--- src/core/nvsram_host_pkg.sv ---
// constants and types for the nonvolatile sram host sequencer
// assumes a 100 MHz clock and an asynchronous 32k x 8 shadowed sram
package nvsram_host_pkg;

  localparam int CLOCK_PERIOD_NS            = 10;
  localparam int STORE_DURATION_MS          = 10;
  localparam int RECALL_DURATION_US         = 20;
  localparam int POWERUP_RECALL_DURATION_US = 550;

  // waits are upper bounds on the device, so round up
  localparam int STORE_CYCLES   =
    (STORE_DURATION_MS * 1000000 + CLOCK_PERIOD_NS - 1) / CLOCK_PERIOD_NS;
  localparam int RECALL_CYCLES  =
    (RECALL_DURATION_US * 1000 + CLOCK_PERIOD_NS - 1) / CLOCK_PERIOD_NS;
  localparam int POWERUP_CYCLES =
    (POWERUP_RECALL_DURATION_US * 1000 + CLOCK_PERIOD_NS - 1)
    / CLOCK_PERIOD_NS;

  localparam int ADDR_W  = 15;
  localparam int DATA_W  = 8;
  localparam int WAIT_W  = 21;
  localparam int SEQ_LEN = 6;

  localparam logic [1:0]  SETUP_LAST = 2'h1;
  localparam logic [3:0]  PULSE_LAST = 4'h9;
  localparam logic [2:0]  SEQ_LAST   = 3'h5;

  localparam logic [13:0] SEQ_ADDR0       = 14'h0e38;
  localparam logic [13:0] SEQ_ADDR1       = 14'h31c7;
  localparam logic [13:0] SEQ_ADDR2       = 14'h03e0;
  localparam logic [13:0] SEQ_ADDR3       = 14'h3c1f;
  localparam logic [13:0] SEQ_ADDR4       = 14'h303f;
  localparam logic [13:0] SEQ_STORE_LAST  = 14'h0fc0;
  localparam logic [13:0] SEQ_RECALL_LAST = 14'h0c63;

  localparam logic [DATA_W-1:0] DATA_RESET = 8'h00;

  typedef enum logic [1:0] {
    op_read,
    op_write,
    op_store,
    op_recall
  } op_e;

endpackage

--- src/core/pin_sync.sv ---
// three-flop input synchroniser with agreement filter
// assumes inputs asynchronous to clock; output is registered
`timescale 1ns/100ps
module pin_sync #(
  parameter int WIDTH = 1
) (
  input  wire logic             clock,
  input  wire logic             rst,
  input  wire logic [WIDTH-1:0] pin,
  output logic      [WIDTH-1:0] value
);

  logic [WIDTH-1:0] stage1;
  logic [WIDTH-1:0] stage2;
  logic [WIDTH-1:0] stage3;

  always_ff @(posedge clock or posedge rst) begin
    if (rst) begin
      stage1 <= '0;
      stage2 <= '0;
      stage3 <= '0;
    end else begin
      stage1 <= pin;
      stage2 <= stage1;
      stage3 <= stage2;
    end
  end

  // a change counts once the second and third stages agree
  always_ff @(posedge clock or posedge rst) begin
    if (rst) begin
      value <= '0;
    end else if (stage2 == stage3) begin
      value <= stage3;
    end
  end

endmodule

--- src/core/nvsram_host.sv ---
// host sequencer driving a shadowed sram through its pins
// assumes the supply flag reports supply above the switch threshold
`timescale 1ns/100ps
module nvsram_host #(
  parameter int STORE_WAIT   = nvsram_host_pkg::STORE_CYCLES,
  parameter int POWERUP_WAIT = nvsram_host_pkg::POWERUP_CYCLES
) (
  input  wire logic                                clock,
  input  wire logic                                rst,
  input  wire logic                                cmd_valid,
  output logic                                     cmd_ready,
  input  wire nvsram_host_pkg::op_e                cmd_op,
  input  wire logic [nvsram_host_pkg::ADDR_W-1:0]  cmd_addr,
  input  wire logic [nvsram_host_pkg::DATA_W-1:0]  cmd_wdata,
  output logic                                     rsp_valid,
  output logic [nvsram_host_pkg::DATA_W-1:0]       rsp_rdata,
  output logic                                     busy,
  input  wire logic                                supply_above_switch,
  output logic [nvsram_host_pkg::ADDR_W-1:0]       address_lines,
  output logic                                     chip_sel_n,
  output logic                                     out_en_n,
  output logic                                     write_en_n,
  input  wire logic [nvsram_host_pkg::DATA_W-1:0]  data_lines_in,
  output logic [nvsram_host_pkg::DATA_W-1:0]       data_lines_out,
  output logic                                     data_lines_oe
);

  typedef enum logic [2:0] {
    st_power,
    st_idle,
    st_setup,
    st_pulse,
    st_hold,
    st_wait
  } state_e;

  state_e                               state;
  nvsram_host_pkg::op_e                 op;
  logic [nvsram_host_pkg::ADDR_W-1:0]   addr;
  logic [nvsram_host_pkg::WAIT_W-1:0]   count;
  logic [2:0]                           seq_idx;
  logic [13:0]                          seq_pick;
  logic                                 seq_active;
  logic                                 supply_ok;
  logic [nvsram_host_pkg::DATA_W-1:0]   data_sync;
  logic                                 strobe_next;
  logic                                 accept;

  pin_sync #(.WIDTH(1)) u_supply_sync (
    .clock (clock),
    .rst   (rst),
    .pin   (supply_above_switch),
    .value (supply_ok)
  );

  pin_sync #(.WIDTH(nvsram_host_pkg::DATA_W)) u_data_sync (
    .clock (clock),
    .rst   (rst),
    .pin   (data_lines_in),
    .value (data_sync)
  );

  assign cmd_ready  = (state == st_idle);
  assign busy       = (state != st_idle);
  assign accept     = cmd_valid && cmd_ready;
  assign seq_active = (op == nvsram_host_pkg::op_store) ||
                      (op == nvsram_host_pkg::op_recall);

  // sequence address for the current step, upper bit left low
  always_comb begin
    unique case (seq_idx)
      3'h0:    seq_pick = nvsram_host_pkg::SEQ_ADDR0;
      3'h1:    seq_pick = nvsram_host_pkg::SEQ_ADDR1;
      3'h2:    seq_pick = nvsram_host_pkg::SEQ_ADDR2;
      3'h3:    seq_pick = nvsram_host_pkg::SEQ_ADDR3;
      3'h4:    seq_pick = nvsram_host_pkg::SEQ_ADDR4;
      default: seq_pick = (op == nvsram_host_pkg::op_store) ?
                          nvsram_host_pkg::SEQ_STORE_LAST :
                          nvsram_host_pkg::SEQ_RECALL_LAST;
    endcase
  end

  // chip select is low for exactly the pulse state
  assign strobe_next = (state == st_setup && count[1:0] ==
                        nvsram_host_pkg::SETUP_LAST - 2'h1) ||
                       (state == st_pulse && count[3:0] != 4'h0);

  // sequencing; supply loss forces a fresh power-up recall wait
  always_ff @(posedge clock or posedge rst) begin
    if (rst) begin
      state   <= st_power;
      count   <= '0;
      seq_idx <= '0;
    end else if (!supply_ok) begin
      state   <= st_power;
      count   <= '0;
      seq_idx <= '0;
    end else begin
      unique case (state)
        st_power: begin
          state <= st_wait;
          count <= nvsram_host_pkg::WAIT_W'(POWERUP_WAIT - 1);
        end
        st_idle: begin
          if (accept) begin
            state   <= st_setup;
            count   <= nvsram_host_pkg::WAIT_W'(nvsram_host_pkg::SETUP_LAST);
            seq_idx <= '0;
          end
        end
        st_setup: begin
          if (count == '0) begin
            state <= st_pulse;
            count <= nvsram_host_pkg::WAIT_W'(nvsram_host_pkg::PULSE_LAST);
          end else begin
            count <= count - 1'b1;
          end
        end
        st_pulse: begin
          if (count == '0) begin
            state <= st_hold;
          end else begin
            count <= count - 1'b1;
          end
        end
        st_hold: begin
          if (seq_active && seq_idx != nvsram_host_pkg::SEQ_LAST) begin
            seq_idx <= seq_idx + 3'h1;
            state   <= st_setup;
            count   <= nvsram_host_pkg::WAIT_W'(nvsram_host_pkg::SETUP_LAST);
          end else if (seq_active) begin
            state <= st_wait;
            count <= (op == nvsram_host_pkg::op_store) ?
                     nvsram_host_pkg::WAIT_W'(STORE_WAIT - 1) :
                     nvsram_host_pkg::WAIT_W'(
                       nvsram_host_pkg::RECALL_CYCLES - 1);
          end else begin
            state <= st_idle;
          end
        end
        st_wait: begin
          if (count == '0) begin
            state <= st_idle;
          end else begin
            count <= count - 1'b1;
          end
        end
      endcase
    end
  end

  // command capture
  always_ff @(posedge clock or posedge rst) begin
    if (rst) begin
      op             <= nvsram_host_pkg::op_read;
      addr           <= '0;
      data_lines_out <= nvsram_host_pkg::DATA_RESET;
    end else if (accept) begin
      op             <= cmd_op;
      addr           <= cmd_addr;
      data_lines_out <= cmd_wdata;
    end
  end

  // address changes only while chip select is high
  always_ff @(posedge clock or posedge rst) begin
    if (rst) begin
      address_lines <= '0;
    end else if (state == st_setup) begin
      address_lines <= seq_active ? {1'b0, seq_pick} : addr;
    end
  end

  // strobes; sequence steps are reads with output enable high
  always_ff @(posedge clock or posedge rst) begin
    if (rst) begin
      chip_sel_n    <= 1'b1;
      out_en_n      <= 1'b1;
      write_en_n    <= 1'b1;
      data_lines_oe <= 1'b0;
    end else if (!supply_ok) begin
      chip_sel_n    <= 1'b1;
      out_en_n      <= 1'b1;
      write_en_n    <= 1'b1;
      data_lines_oe <= 1'b0;
    end else begin
      chip_sel_n    <= !strobe_next;
      out_en_n      <= !(strobe_next &&
                         op == nvsram_host_pkg::op_read);
      write_en_n    <= !(strobe_next &&
                         op == nvsram_host_pkg::op_write);
      data_lines_oe <= (strobe_next || state == st_pulse) &&
                       op == nvsram_host_pkg::op_write;
    end
  end

  // read data captured late in the pulse, past the access time
  always_ff @(posedge clock or posedge rst) begin
    if (rst) begin
      rsp_rdata <= nvsram_host_pkg::DATA_RESET;
      rsp_valid <= 1'b0;
    end else begin
      rsp_valid <= 1'b0;
      if (state == st_pulse && count == '0 &&
          op == nvsram_host_pkg::op_read) begin
        rsp_rdata <= data_sync;
        rsp_valid <= 1'b1;
      end
    end
  end
endmodule

--- config.mk ---
export PLATFORM = sky130hd
export DESIGN_NAME = nvsram_host
export DESIGN_NICKNAME = d
export VERILOG_FILES = /design/src/core/nvsram_host_pkg.sv /design/src/core/pin_sync.sv /design/src/core/nvsram_host.sv
export SDC_FILE = /design/constraint.sdc
export NUM_CORES = 1
export LEC_CHECK = 0
export BUFFER_PORTS_ARGS = -buffer_cell sky130_fd_sc_hd__buf_2
export CAP_MARGIN = 25
export CORE_ASPECT_RATIO = 0.7
export CORE_MARGIN = 3
export CORE_UTILIZATION = 50
export DETAILED_ROUTE_END_ITERATION = 16
export GPL_TIMING_DRIVEN = 0
export PLACE_DENSITY = 0.79
export SYNTH_ARGS = -nofsm -noshare
export SYNTH_HDL_FRONTEND = slang
export SYNTH_SLANG_ARGS = --single-unit
export TNS_END_PERCENT = 20
--- constraint.sdc ---
create_clock -name clock -period 4.2 [get_ports clock]
set_input_delay 0.21 -clock clock [delete_from_list [all_inputs] [get_ports clock]]
set_output_delay 0.21 -clock clock [all_outputs]
set_load 0.03 [all_outputs]
* Word level (Yosys, flattened, before mapping)
Index checks and enable logic that the tools add are counted.
Cells by class: add/subtract/negate cells 2, eq/ne operators 24, mux-type cells 28, reduce and logical (&&, ||, !) cells 25
Operators by type and width (number):
- 21-bit 2-to-1 mux | 6
- 21-bit case mux with 5 select lines | 1
- 14-bit case mux with 5 select lines | 1
- 3-bit 2-to-1 mux | 10
- 3-bit inequality test, second input constant | 8
- 21-bit logical NOT | 1
- 21-bit by 1-bit subtractor with 21-bit output, second input constant | 1
- 20-bit 2-to-1 mux | 1
- 3-bit case mux with 6 select lines | 1
- 15-bit 2-to-1 mux | 1
- 3-bit by 2-bit equality test with 1-bit output, second input constant | 4
- 10-bit 2-to-1 mux | 1
- 3-bit equality test, second input constant | 3
- 1-bit logical AND | 9
- 8-bit equality test | 1
- 3-bit by 1-bit equality test with 1-bit output, second input constant | 2
- 3-bit logical NOT | 2
- 3-bit case mux with 2 select lines | 1
- 3-bit AND reduction | 2
- 1-bit 2-to-1 mux | 5
- 2-bit equality test, second input constant | 2
- 2-bit logical NOT | 2
- 4-bit inequality test, second input constant | 1
- 4-bit AND reduction | 1
- other kinds (8) | 12
Storage, ports and cells: register bits 116, input bits 37, word-level logic and storage cells 100

* Longest topological paths before layout
depth in word-level cells 6, mapped depth 8, gate-level depth less buffers 7

* Modules after synthesis
A second synthesis with hierarchy kept.
Second synthesis, totals: cell total of the unflattened synthesis 475, area, all modules 5337.6 um^2
Modules (own cells, without submodules):
- nvsram_host | instances 1, cells each 417, area an instance 4241.6 um^2, sequential area each 2005.7 um^2
- pin_sync (u_data_sync) | instances 1, cells each 52, area an instance 980.9 um^2, sequential area each 800.8 um^2
- pin_sync (u_supply_sync) | instances 1, cells each 6, area an instance 115.1 um^2, sequential area each 100.1 um^2

* Worst setup path after synthesis
No wires, ideal clock.
path type register -> register, from register state[2], to register addr[10] (netlist name), setup time 0.125 ns, arrival 2.569 ns, required time 4.075 ns, setup slack 1.506 ns, stages on the path, launching flop included 7, path through dfrtp_1 > clkbuf_1 > nor3b_1 > and2_1 > buf_2 > buf_1 > mux2_2
On the way: cells in the longest elaborated chain, start to end 2
Ends and longest elaborated chain:
- start: declaration | line nvsram_host.sv:37 | state_e state;
- start signal: assignment | line nvsram_host.sv:91 | state <= st_power;
- start signal: assignment | line nvsram_host.sv:95 | state <= st_power;
- start signal: assignment | line nvsram_host.sv:101 | state <= st_wait;
- 3-bit by 1-bit equality test with 1-bit output | line nvsram_host.sv:63 | assign cmd_ready = (state == st_idle);
- named net cmd_ready | line nvsram_host.sv:11 | output logic cmd_ready,
- 1-bit logical AND | line nvsram_host.sv:65 | assign accept = cmd_valid && cmd_ready;
- end signal: assignment | line nvsram_host.sv:160 | addr <= cmd_addr;
- end: declaration | line nvsram_host.sv:39 | logic [nvsram_host_pkg::ADDR_W-1:0] addr;
The timed path passes the listed nets, and every way through them passes these cells. A chain may end at the register's enable or synchronous reset.

* Worst setup path in the final report
from register count[0] (netlist name), to register count[12] (netlist name)
On the way: cells in the longest elaborated chain, start to end 4, elaborated cells on any way between the ends 8
Ends and longest elaborated chain:
- start: declaration | line nvsram_host.sv:40 | logic [nvsram_host_pkg::WAIT_W-1:0] count;
- start signal: assignment | line nvsram_host.sv:102 | count <= nvsram_host_pkg::WAIT_W'(POWERUP_WAIT - 1);
- start signal: assignment | line nvsram_host.sv:107 | count <= nvsram_host_pkg::WAIT_W'(nvsram_host_pkg::SETUP_LAST);
- start signal: assignment | line nvsram_host.sv:114 | count <= nvsram_host_pkg::WAIT_W'(nvsram_host_pkg::PULSE_LAST);
- 21-bit by 1-bit subtractor with 21-bit output or 21-bit logical NOT (tied branches)
- 21-bit 2-to-1 mux, on equally long branches | line nvsram_host.sv:120, nvsram_host.sv:142, nvsram_host.sv:112
- 21-bit case mux with 5 select lines | line nvsram_host.sv:99 | unique case (state)
- 21-bit 2-to-1 mux | line nvsram_host.sv:94 | end else if (!supply_ok) begin
Parallel ways exist; a longest one is shown, timed or not. The select of a mux whose other input is x is not followed.

==> results.yml <==
detailed_routing:
  wirelength_um: 12900
  drtPass1Iterations: 5
  vias_per_cell: 5.91
  drt_iter0_drc: 334
  ant_nets: 0
  routed-via-count: 4131
  wl_per_cell_um: 18.4
  drcViolationCount: 0
job:
  drv_cap: 0
cts:
  cts_buffer_depth: 2
  clk_latency_ns: 0.41
  htreeDepth: 4
  cts_resized: 0
  cts_tree: "done"
  clk_pin_slew_ns: 0.06
  cts_root_buf: "clkbuf_16"
  cts_buffers: 17
  cts.sinks: 116
synthesis:
  synth_edf_count: 0
  synth-compound-area-share: 0.151
  synthSimpleGateAreaFrac: 0.137
  synth_nets: 498
  synth-xor-area-share: 0.0151
  ys_types: 62
  synthMuxAreaShare: 0.0865
  ys_seq_elements: 116
  synth_top_area_frac: 0.543
  syn_avg_cell_area_sq_um: 11.5
  synth_top_family_by_area: "compound AO/OA/AOI/OAI gates"
  synth_top_area_cell: "dfrtp_1"
  synth_area_leaders: "dfrtp_1 (54%), mux2_2 (8.6%), o21ai_0 (3.2%), a22o_1 (2.5%), nor3_1 (1.7%)"
  syn-instance-count: 454
  syn_area_sq_um: 5210
  synth_top_flop_cell: "dfrtp_1"
  async_flop_share: 1.00
  synthAdderAreaFrac: 0.0187
  synth-seq-area-share: 0.558
  ys_warn_count: 0
setup_path:
  crit_buf_inv: 2
  critical_path_class: "reg -> reg"
  arrival_ns: 3.10
  crit_path_top_delay_cell: "or3b_2"
  critPathMaxStageDelay_ns: 0.52
  end_kind: "flip-flop"
  cp_cell_sequence: "inv_1 -> ha_1 -> or3b_2 -> or4_1 -> o21ai_0 -> clkbuf_1 -> o21ai_0 -> a22o_1"
  path_max_fanout: 10
  crit_path_start_kind: "flip-flop"
  critPathTopFamily: "simple AND/OR/NAND/NOR gates"
  cp_common_cell: "o21ai_0"
  worstPathRequired_ns: 4.49
global_routing:
  overflow: 0
  grt_usage: 0.227
  antenna_found_initial: 0
  grt_max_degree: 61
  grt_pass1_wl_um: 21000
  grt_pass1_vias: 4178
placement:
  place_congestion: 0.943
  dp_hpwl_um: 8650
  placement.io_buffers: 74
cells_and_area:
  multi_input_area_sq_um: 2120
  num-fill-cells: 726
  area.growth.synth_to_final_pct: 25.0
  seqCellArea_sq_um: 2910
  antenna_cells: 0
  drive_above_1_share: 0.306
  nets: 602
timing:
  hold_violations: 0
  slew_headroom: 0.507
  clock_skew_ns: 0.0117
  timing.fmax_mhz: 357
  rsz0062_at_grt: "false"
  tightest_slew_ns: 0.737
  min_period_over_period: 0.668
  report.final.setup_viol: 0
  fin_hold_ws_ns: 0.0125
  finalMaxSlewViolations: 0
  fin_crit_ns: 2.80
power:
  power_density_nw_per_um2: 759
  swShare: 0.379
  ir_drop_mv: 0.387
  comb_power_share: 0.358
  seq_power_share: 0.325
  internal-power_mw: 3.07
  switchingPower_mw: 1.87
  p_total_mw: 4.94
  p_leak_nw: 2.98
  p_clk_frac: 0.317
run_status:
  status: "finished clean"
die:
  start_util: 0.526
  dieArea_sq_um: 11700
  die_w_um: 128
  io_pins: 75
  placementRows: 30
  core_sq_um: 9910
  dieHeight_um: 91.4
hold_path:
  hold_class: "in -> reg"
-- registers in the layout (all words and copies together), names as in the netlist, 2 cells and up --
name and count:
addr 15, address_lines 15, count 21, data_lines_out 8, op 2, rsp_rdata 8
seq_idx 3, state 3, u_data_sync.stage1 8, u_data_sync.stage2 8, u_data_sync.stage3 8, u_data_sync.value 8
-- layout by cell type, fill, tap and decap left out, types with 3 or more instances in the layout --
cell type,n
nor2b_1,10
nor3b_1,3
xnor2_1,9
nand2_1,20
or3_1,6
nor2_1,24
ha_1,7
and2_1,3
inv_1,12
a21oi_1,13
dlygate4sd3_1,10
a21o_1,4
o31ai_1,12
bufinv_16,4
mux2_2,40
clkbuf_1,17
nor4_1,5
clkinv_4,3
dfstp_2,3
inv_6,6
clkbuf_16,17
nor3_1,18
nand3_1,8
o211ai_1,4
nand4_1,3
or2_2,3
buf_4,3
o22a_1,5
a22o_1,15
buf_2,76
dfrtp_1,113
a31oi_1,5
o41ai_1,4
or4_1,6
o21ai_0,33
or3b_2,5
-- cell type report --
| class | instances | share of cell area |
|---|---|---|
| flip-flops and latches | 116 | 0.446 |
| multi-input cells | 297 | 0.326 |
| repair buffers | 85 | 0.0765 |
| clock buffers | 17 | 0.0653 |
| clock inverters | 15 | 0.0331 |
| well taps | 128 | 0.0246 |
| plain buffers | 27 | 0.0192 |
| inverters | 14 | 0.00846 |
-- path summary, 6_finish.rpt --
kind | slack (ns) | start | endpoint | cells after the start
max in group asynchronous | 2.91 | rst | write_en_n | 4
max | 1.40 | count[0] | count[12] | 8
min in group asynchronous | 0.49 | rst | u_data_sync.value[2] | 3
min reg2reg | 0.35 | u_data_sync.stage1[6] | u_data_sync.stage2[6] | 0
max reg2reg | 1.40 | count[0] | count[12] | 8
min | 0.01 | cmd_op[0] | op[0] | 3
-- layer usage --
layer | up-vias | routed length, um | track usage
met3 | 22 | 1120 | 0.0664
met2 | 207 | 6120 | 0.362
li1 | 1876 | - | -
met1 | 2026 | 5460 | 0.302
met4 | 0 | 184 | 0.0663
met5 | - | 0 | 0
-- worst min-delay path, delay by kind of cell --
kind            cells  cell delay, ns
compound gates      1            0.06
simple gates        1            0.03
buf+inv             1            0.08
-- per-stage QoR --
step | util | TNS [ns] | area, sq um | instances | worst slack, ns
floorplan | - | 0 | 5210 | 454 | 0.923
global placement | 0.579 | -19.24 | 5740 | 656 | -0.178
detailed placement | 0.582 | 0 | 5770 | 657 | 1.44
CTS | 0.657 | 0 | 6510 | 699 | 1.43
global route | 0.657 | 0 | 6510 | 699 | 1.22
finish | 0.657 | 0 | 6510 | 699 | 1.40
-- cells by family (layout without fill, tap and decap cells) --
kind of cell,after synthesis,count (layout)
simple gates,126,126
mux,40,40
buf+inv,41,158
compound gates,114,114
flops,116,116
xor+xnor,9,9
fa+ha+maj,8,8
-- cells in the mapped netlist (all sizes together), types with 2 or more instances --
cell / count
nand3: 8
or3: 6
nand2: 20
or2: 4
nand2b: 2
or4: 7
inv: 14
xnor2: 9
o41ai: 4
or3b: 5
ha: 7
dfstp: 3
buf: 8
nor2: 24
o2bb2ai: 2
a21o: 4
nor4: 7
a21boi: 2
a31oi: 5
nand4: 3
mux2: 40
o211ai: 4
a211oi: 2
and2: 3
o211a: 2
dfrtp: 113
o22a: 5
clkbuf: 19
o21bai: 2
o21ai: 34
nor2b: 10
nor3b: 3
nor3: 18
a22o: 15
a21oi: 13
o31ai: 12
-- power by group through the flow --
stage               Combinational (mW)  Clock, mW  Sequential (mW)
finish                            1.77       1.57             1.60
global route                      1.92       1.64             1.64
CTS                               1.75       1.58             1.60
detailed placement                1.72          0             1.61
global placement                  1.66          0             1.59
floorplan                         1.06          0             1.78
-- repair_timing --
item / 4_1_cts / 5_1_grt
hold endpoints to repair: 68 / 0
hold buffers: 10 / 0
buffers inserted: 0 / 0
endpoints found under the setup margin: 0 / 0
Note: power is estimated with default switching activity, not from simulation.
